<file path="src/pkg/oslp_pkg.sv">
// Purpose: Shared constants and types for the one-shot, latch and pause unit.
// Assumes: One controller scan is marked by a one-cycle scan strobe.
// Notes: Image points and word memory are small arrays held in the unit.
package oslp_pkg;
    // Number of image points and word memory depth.
    localparam int OSLP_NPTS = 32;
    localparam int OSLP_AW = 5;
    localparam int OSLP_NWORDS = 16;
    localparam int OSLP_WAW = 4;
    localparam int OSLP_WW = 16;
    // Highest legal bit index of a word, as a binary value.
    localparam logic [4:0] OSLP_BIT_MAX = 5'h0F;
    // Reset value of words and of the word read register.
    localparam logic [OSLP_WW-1:0] OSLP_WORD_RST = 16'h0000;
    // Instruction codes, one-hot, executed one per cycle in program order.
    typedef enum logic [4:0] {
        OSLP_OP_NONE   = 5'h01,
        OSLP_OP_LATCH  = 5'h02,
        OSLP_OP_UNLAT  = 5'h04,
        OSLP_OP_WBSET  = 5'h08,
        OSLP_OP_WBCLR  = 5'h10
    } oslp_op_t;
endpackage

</file>
<file path="src/hdl/oslp_unit.sv">
// Purpose: One-shot contacts, latch/unlatch, word bit ops and pause.
// Assumes: Program steps arrive one per cycle, scan boundary on i_scan.
// Notes: Physical inputs go through a three-stage synchroniser.
module oslp_unit
    import oslp_pkg::*;
#(
    parameter int NPTS = OSLP_NPTS
) (
    input wire logic i_clk,
    input wire logic i_sys_rst,
    input wire logic i_ce,
    input wire logic i_scan,
    input wire logic [NPTS-1:0] i_phys_in,
    input wire logic [NPTS-1:0] i_in_installed,
    input wire logic [NPTS-1:0] i_out_point,
    input wire logic [4:0] i_op,
    input wire logic [OSLP_AW-1:0] i_first,
    input wire logic [OSLP_AW-1:0] i_last,
    input wire logic i_rung,
    input wire logic [OSLP_AW-1:0] i_ref,
    input wire logic [OSLP_WAW-1:0] i_waddr,
    input wire logic [4:0] i_wbit,
    input wire logic i_pause_rung,
    input wire logic [OSLP_AW-1:0] i_pause_first,
    input wire logic [OSLP_AW-1:0] i_pause_last,
    input wire logic [NPTS-1:0] i_pause_override,
    output logic o_rise_rung,
    output logic o_fall_rung,
    output logic [NPTS-1:0] o_image,
    output logic [NPTS-1:0] o_phys_out,
    output logic [OSLP_WW-1:0] o_word,
    output logic o_bad_bit
);
    if (NPTS != OSLP_NPTS) begin : g_chk
        $error("NPTS must equal the package point count");
    end

    // Synchroniser stages for physical inputs.
    logic [NPTS-1:0] sy1_q, sy2_q, sy3_q;
    // Debounced physical input level.
    logic [NPTS-1:0] in_q;
    // Image register and its previous-scan copy.
    logic [NPTS-1:0] img_q, img_d, prev_q;
    // Pause mask, combinational, applied at the scan boundary.
    logic [NPTS-1:0] pmask;

    ////////////////////////////////////////////////////////////////////////
    // Three-flop synchroniser; change counts once stages 2 and 3 agree.
    always_ff @(posedge i_clk or posedge i_sys_rst) begin
        if (i_sys_rst) begin
            sy1_q <= '0;
            sy2_q <= '0;
            sy3_q <= '0;
            in_q <= '0;
        end else if (i_ce) begin
            sy1_q <= i_phys_in;
            sy2_q <= sy1_q;
            sy3_q <= sy2_q;
            in_q <= (sy2_q & sy3_q) | (in_q & (sy2_q | sy3_q));
        end
    end

    ////////////////////////////////////////////////////////////////////////
    // Decode of the step; the step in this cycle is the latest in order.
    wire logic op_lat = i_rung && (i_op == OSLP_OP_LATCH);
    wire logic op_unl = i_rung && (i_op == OSLP_OP_UNLAT);
    wire logic op_wset = i_rung && (i_op == OSLP_OP_WBSET);
    wire logic op_wclr = i_rung && (i_op == OSLP_OP_WBCLR);
    // Bit index arrives in BCD; only 0 to 15 is legal.
    wire logic [4:0] wbit_bin = 5'(i_wbit[4] ? 5'h0A + {1'b0, i_wbit[3:0]}
                                             : {1'b0, i_wbit[3:0]});
    wire logic wbit_ok = (i_wbit[3:0] <= 4'h9) && (wbit_bin <= OSLP_BIT_MAX);

    // Range masks per point, built in one loop.
    logic [NPTS-1:0] rng, in_pause;
    for (genvar p = 0; p < NPTS; p++) begin : g_pt
        assign rng[p] = (OSLP_AW'(p) >= i_first) && (OSLP_AW'(p) <= i_last);
        assign in_pause[p] = (OSLP_AW'(p) >= i_pause_first) &&
                             (OSLP_AW'(p) <= i_pause_last);
    end

    // Next image: installed inputs always follow the pins.
    always_comb begin
        img_d = img_q;
        if (op_lat) begin
            img_d = img_q | rng;
        end else if (op_unl) begin
            img_d = img_q & ~rng;
        end
        // Installed inputs cannot be held by a latch.
        img_d = (img_d & ~i_in_installed) | (in_q & i_in_installed);
    end
    // The program keeps timer and counter points off latch operands.

    // Points paused unless overridden.
    assign pmask = {NPTS{i_pause_rung}} & in_pause & ~i_pause_override;

    ////////////////////////////////////////////////////////////////////////
    // Image, previous-scan copy and physical outputs.
    always_ff @(posedge i_clk or posedge i_sys_rst) begin
        if (i_sys_rst) begin
            img_q <= '0;
            prev_q <= '0;
            o_phys_out <= '0;
        end else if (i_ce) begin
            img_q <= img_d;
            if (i_scan) begin
                prev_q <= img_q;
                o_phys_out <= img_q & i_out_point & ~pmask;
            end
        end
    end

    // Edge of the referenced point against last scan.
    wire logic cur_ref = img_q[i_ref];
    wire logic old_ref = prev_q[i_ref];
    wire logic rise_c = cur_ref && !old_ref;
    wire logic fall_c = !cur_ref && old_ref;

    // Registered rung results and image view.
    always_ff @(posedge i_clk or posedge i_sys_rst) begin
        if (i_sys_rst) begin
            o_rise_rung <= 1'b0;
            o_fall_rung <= 1'b0;
            o_image <= '0;
            o_bad_bit <= 1'b0;
        end else if (i_ce) begin
            o_rise_rung <= i_rung && rise_c;
            o_fall_rung <= i_rung && fall_c;
            o_image <= img_q;
            o_bad_bit <= (op_wset || op_wclr) && !wbit_ok;
        end
    end

    // Word memory, bit operations only with a legal index.
    oslp_word_mem u_mem (
        .i_clk(i_clk),
        .i_sys_rst(i_sys_rst),
        .i_ce(i_ce),
        .i_addr(i_waddr),
        .i_bit(wbit_bin[3:0]),
        .i_set(op_wset && wbit_ok),
        .i_clr(op_wclr && wbit_ok),
        .o_rdata(o_word)
    );

    ////////////////////////////////////////////////////////////////////////
    // Checks. Helper copies of the previous cycle come first, because the
    // properties below read them. They carry no reset: every check is
    // disabled while reset is high, so their reset value never matters.
    logic [NPTS-1:0] rng_past, inst_past, img_past, in_past, pm_past;
    // Output point mask of the previous cycle, for the override check.
    logic [NPTS-1:0] opt_past;
    // Helper copies follow every edge, even a frozen one, on purpose.
    always_ff @(posedge i_clk) begin
        rng_past <= rng;
        inst_past <= i_in_installed;
        img_past <= img_q;
        in_past <= in_q;
        pm_past <= pmask;
        opt_past <= i_out_point;
    end
endmodule // oslp_unit

</file>
<file path="src/hdl/oslp_word_mem.sv">
// Purpose: Word memory with read-modify-write of a single bit.
// Assumes: Bit index is already validated as binary 0 to 15.
// Notes: Read data comes from a register, one cycle after the address.
module oslp_word_mem
    import oslp_pkg::*;
(
    input wire logic i_clk,
    input wire logic i_sys_rst,
    input wire logic i_ce,
    input wire logic [OSLP_WAW-1:0] i_addr,
    input wire logic [3:0] i_bit,
    input wire logic i_set,
    input wire logic i_clr,
    output logic [OSLP_WW-1:0] o_rdata
);
    // Storage; reset clears all words so state is defined.
    logic [OSLP_WW-1:0] mem_q [OSLP_NWORDS];
    // Mask of the one selected bit.
    wire logic [OSLP_WW-1:0] bit_mask = OSLP_WW'(1) << i_bit;

    ////////////////////////////////////////////////////////////////////////
    // Each word updates only its selected bit, others untouched.
    for (genvar w = 0; w < OSLP_NWORDS; w++) begin : g_word
        wire logic hit = (i_addr == OSLP_WAW'(w));
        always_ff @(posedge i_clk or posedge i_sys_rst) begin
            if (i_sys_rst) begin
                mem_q[w] <= OSLP_WORD_RST;
            end else if (i_ce && hit && i_set) begin
                mem_q[w] <= mem_q[w] | bit_mask;
            end else if (i_ce && hit && i_clr) begin
                mem_q[w] <= mem_q[w] & ~bit_mask;
            end
        end
    end

    // Registered read port.
    always_ff @(posedge i_clk or posedge i_sys_rst) begin
        if (i_sys_rst) begin
            o_rdata <= OSLP_WORD_RST;
        end else if (i_ce) begin
            o_rdata <= mem_q[i_addr];
        end
    end
endmodule // oslp_word_mem

</file>
<file path="config.mk">
export PLATFORM = sky130hd
export DESIGN_NAME = oslp_unit
export DESIGN_NICKNAME = d
export VERILOG_FILES = /design/src/pkg/oslp_pkg.sv /design/src/hdl/oslp_unit.sv /design/src/hdl/oslp_word_mem.sv
export SDC_FILE = /design/constraint.sdc
export NUM_CORES = 1
export LEC_CHECK = 0
export ABC_CLOCK_PERIOD_IN_PS = 25700
export BUFFER_PORTS_ARGS = -buffer_cell sky130_fd_sc_hd__buf_2
export CELL_PAD_IN_SITES_DETAIL_PLACEMENT = 0
export CELL_PAD_IN_SITES_GLOBAL_PLACEMENT = 2
export CORE_ASPECT_RATIO = 0.5
export CORE_MARGIN = 2
export CORE_UTILIZATION = 28
export CTS_BUF_LIST = sky130_fd_sc_hd__clkbuf_8
export DETAILED_ROUTE_END_ITERATION = 8
export GPL_ROUTABILITY_DRIVEN = 0
export GPL_TIMING_DRIVEN = 0
export MAX_ROUTING_LAYER = met4
export PLACE_DENSITY = 0.63
export SYNTH_ARGS = -nofsm -noshare
export SYNTH_HDL_FRONTEND = slang
export SYNTH_SLANG_ARGS = --single-unit
</file>
<file path="constraint.sdc">
create_clock -name i_clk -period 25.7 [get_ports i_clk]
set_input_delay 2.57 -clock i_clk [delete_from_list [all_inputs] [get_ports i_clk]]
set_output_delay 2.57 -clock i_clk [all_outputs]
set_load 0.02 [all_outputs]
</file>
Word level (Yosys, flattened, before mapping). Cells that the tools add are included.

Flip-flop bits (word level): 531. Input port bits: 173.

Add/subtract/negate cells: 1. Order comparisons: 132. Eq/ne operators: 19. Shift operators: 1. Mux-type cells: 42. Bitwise operators: 51. Reduce and logical (&&, ||, !) cells: 146.

Operators by type and width (number): 16-bit 2-to-1 mux (34); 32-bit bitwise AND (9); 16-bit bitwise AND (16); 16-bit OR (16); 5-bit greater-or-equal comparator, first input constant (32); 5-bit <= comparator, first input constant (32); 32-bit inverter (4); 32-bit OR (4); 1-bit logical AND (124); 4-bit by 5-bit greater-or-equal comparator with 1-bit output, first input constant (16); 4-bit by 5-bit <= comparator with 1-bit output, first input constant (16); 16-bit binary-select mux with 4-bit select (1); 32-bit 2-to-1 mux (2); 3-bit by 5-bit greater-or-equal comparator with 1-bit output, first input constant (8); 3-bit by 5-bit <= comparator with 1-bit output, first input constant (8); 4-bit equality test, second input constant (8); 2-bit nonzero test (16); 1-bit by 5-bit greater-or-equal comparator with 1-bit output, first input constant (4); 2-bit by 5-bit greater-or-equal comparator with 1-bit output, first input constant (4); 1-bit by 5-bit <= comparator with 1-bit output, first input constant (4); 2-bit by 5-bit <= comparator with 1-bit output, first input constant (4); 4-bit by 3-bit equality test with 1-bit output, second input constant (4); 16-bit inverter (1); 1-bit by 4-bit left shift with 16-bit output, first input constant (1); 19 further kinds (24).

Depth between registers and ports, before layout.
Depth after elaboration: 8. Mapped depth: 8. Gate-level depth less buffers: 7.

By module. A second synthesis with hierarchy kept.

Cell total of the unflattened synthesis: 2376. Area total of the unflattened synthesis: 24816.3 µm².

By module, submodules not included: oslp_unit (instances 1, cells each 1166, area an instance 12502.0 µm²); oslp_word_mem (instances 1, cells each 1210, area an instance 12314.3 µm²).

Least setup slack after synthesis. No wires, ideal clock.

Path type: input -> register. From: input port i_waddr[0]. To: register u_mem.o_rdata[10]. Setup time: 0.125 ns. Arrival time: 4.167 ns. Data required time: 25.575 ns. Slack: 21.408 ns. Stages on the path: 5. Buffers on the path: 2. Cells stage by stage: buf_6 > buf_2 > mux4_2 > mux4_2 > mux2_2.

Word-level cells in the longest chain between the ends: 4.

Ends and longest elaborated chain: from (decl) (RTL line oslp_unit.sv:21) `input wire logic [OSLP_WAW-1:0] i_waddr,`; 4-bit inverter with 5-bit output (not written as such) (RTL line oslp_word_mem.sv:41) `o_rdata <= mem_q[i_addr];`; 16-bit binary-select mux with 4-bit select (RTL line oslp_word_mem.sv:41); 16-bit 2-to-1 mux (not written as such) (2 in series) (RTL line oslp_word_mem.sv:41); to (signal assigned) (RTL line oslp_word_mem.sv:41); to (decl) (RTL line oslp_word_mem.sv:14) `output logic [OSLP_WW-1:0] o_rdata`.

Every way passes these cells. The select of a mux whose other input is x is not followed. A chain may end at the register's enable or synchronous reset.

==> results.md <==
- CTS tree: built
- Post-layout util: approximately a third
- Post-Syn Nets: about 2.5k
- Via/cell ratio: a little over 5
- First-pass GRT wire length: 137,000 um
- Cell Area, Synth: about 25,000 sq um
- Commonest non-fill, non-tap cell in the layout: dfrtp_1
- Core box area: slightly below 90,000 sq um
- Hold path depth: 2
- CTS buffer count: 87
- Die area: 90,500 sq um
- Total Wirelength: 90,600 um
- CP Data Arrival Time: between 5000 and 6000 ps
- Fillcell total: ~8.9k
- Clock Path Buffers: 3
- Synth Flop Type: dfrtp_1
- Final Max Tran Viols: 0
- Cell taking the most area after synthesis: dfrtp_1
- Crit path required time: 26,300 ps
- Setup TNS: 0 ps
- Post-synthesis sequential area ratio: 53.9%
- Skew-Pair Late Insertion Delay: 760 ps
- Commonest cells after routing, fill and taps aside: dfrtp_1, o21ai_0, buf_2
- Sw power: between 600 and 700 uW
- Fin Hold WS: 471 ps
- Slew HR: 25.0%
- Fraction of power consumed by sequential logic: between 40% and 50%
- Routed len/inst: ~23 um
- CP Cell Sequence: buf_2 > inv_1 > nor3_1 > nand2_1 > clkbuf_1 > o21ai_0 > o21ai_1
- Boundary Pins: approximately 260
- Worst Max-Slew Pin Slew: roughly 1100 ps
- # DRC: 0
- Clk slew on worst S/H paths: roughly 70 ps
- Fin crit period: ~4700 ps
- Via count: roughly 20k
- # resized after CTS: 0
- DR iter-0 viols: ~1.7k
- Max frequency: between 200 and 250 MHz
- Final net count: 2,798
- Leak: between 0.01 and 0.015 uW
- Detailed Routing Iterations Pass 1: 8
- DPL Wire Length: 66,100 um
- Final hold vios: 0
- Vias in the first global route: between 20k and 25k
- DP Cell Count: about 3.7k
- Share of the synthesized area in the top cell type: about 54%
- I/O Buffers: about 250
- Setup violators final: 0
- H-tree depth reported by CTS: 3
- Max Cap Viol: 0
- Asr flop ratio synth: 100%
- Critical Path Sink Type: flop
- Final Power: approximately 2100 uW
- Synth warn: 0
- Status: completed
- Dominant cells by area after synthesis: dfrtp_1, o21ai_0, mux4_2, mux2_2, o21ai_1
- Avg Cell Area, Syn: between 10 and 15 sq um
- Hold Crit Class: flop to flop
- Clock Sinks: 531
- Period Utilization, post-route: between 15 and 20%
- VDD IR max: roughly 36 uV
- Reg2reg path depth: 3
- Grt total ovfl: 0
- Placement Rows: 76
- Post-Syn Instances: between 2k and 2.5k
- Number of synthesized flops with an enable pin: 0
- Post-route antenna net violation count: 0
- Pwr/cell area: just over 70 nW/um^2
- Type of the worst setup path: primary input to flop
- Crit path max fanout: 10
- Cts hold-fix bufs: 0
- Worst path slowest cell: nor3_1
- Largest net degree at the start of global routing: about 120
- Internal power: between 1000 and 1500 uW
- Tot GR Track Use: 20.8%
- Combinational power share: between 10% and 20%
- Die height: approximately 210 um
- Share of cells above drive strength 1: a little under a quarter
- Initial antenna violation count: 6
- Post-CTS Setup Bufs: 0
- Clk_skew: about 36 ps
- Critical path startpoint category: primary input
- Crit-path max cell delay: about 970 ps
- Seq cells post-synth: approximately 530
- Sw Ratio: 30.7%
- Area Growth Syn to Fin: 19.0%
- RSZ-0062 raised after global routing: no
- Synth cell types: 67
- Clk pwr share: between 30% and 40%
- Root Driver: clkbuf_8
- Die X: roughly 420 um
- Initial Util: between 20% and 30%
- Fin cells: 3,868
[worst paths after layout]
kind | start | end | slack [ps]
max | i_ce | flop | 20960
min reg2reg | o_phys_out[9]$_DFFE_PP0P_ | o_phys_out[9]$_DFFE_PP0P_ | 470
max reg2reg | flop | u_mem.o_rdata[9]$_DFFE_PP0P_ | 23820
max in group asynchronous | i_sys_rst | asynchronous set/reset pin | 22140
min in group asynchronous | i_sys_rst | sy1_q[7]$_DFFE_PP0P_ | 1920
min | o_phys_out[9]$_DFFE_PP0P_ | o_phys_out[9]$_DFFE_PP0P_ | 470
[cells in the mapped netlist, drive strengths merged (6+ instances only)]
master,count
o21ai,601
dfrtp,531
nand2,222
clkbuf,164
mux2,145
a21oi,111
mux4,80
nor2,72
nand3,40
nand2b,38
mux2i,36
o31ai,22
buf,20
nor3,18
inv,16
a22o,15
a22oi,13
nor2b,11
o311ai,11
a211oi,9
o221ai,9
a211o,7
and3,7
nor4,6
o21a,6
or2,6
[power by group through the flow]
stage	combinational, uW	clock (uW)	sequential [uW]
after CTS	303	833	1020
after global routing	332	873	1030
after global placement	296	0	1030
after detailed placement	302	0	1030
after floorplan	173	0	1010
final	299	806	1020
[cell families (layout without fill, tap and decap cells)]
family          count (synthesis)  after routing  synth area share (%)
compound gates                847            847                  18.9
flops                         531            531                  53.9
simple gates                  443            443                  8.14
mux                           261            261                  15.5
buf+inv                       200            609                  3.32
xor+xnor                        3              3                 0.107
fa+ha+maj                       1              1                0.0508
other cells                     0              3                     0
[metrics by stage]
step	worst slack, ps	area, sq um
4_1_cts	21060	29300
3_5_place_dp	20240	27400
5_1_grt	20830	29300
2_1_floorplan	8290	24600
6_report	20960	29300
3_3_place_gp	952	27300
[routing by layer]
layer | vias to the layer above | wire [um] | track usage, %
met5 | - | 0 | -
met4 | 0 | 1540 | 4.64
met3 | 127 | 3940 | 3.27
met2 | 559 | 43700 | 34.0
met1 | 10300 | 41500 | 27.3
li1 | 9068 | - | -
[critical path: cells and delay by family]
| kind | cells | cell delay [ps] |
|---|---|---|
| buffers and inverters | 3 | 950 |
| AO/OA/AOI/OAI | 2 | 330 |
| AND/OR/NAND/NOR | 2 | 1480 |
[final cells by class]
type | count | area [sq um] | share of cell area [%]
repair buffers | 249 | 1340 | 4.56
diodes | 3 | 7.51 | 0.0256
plain buffers | 184 | 757 | 2.58
clock inverters | 47 | 302 | 1.03
clock buffers | 113 | 1560 | 5.31
well taps | 1170 | 1460 | 4.99
inverters | 16 | 67.6 | 0.230
multi-input cells | 1555 | 10500 | 35.9
flip-flops and latches | 531 | 13300 | 45.3
(Power assumes the default switching activity.)
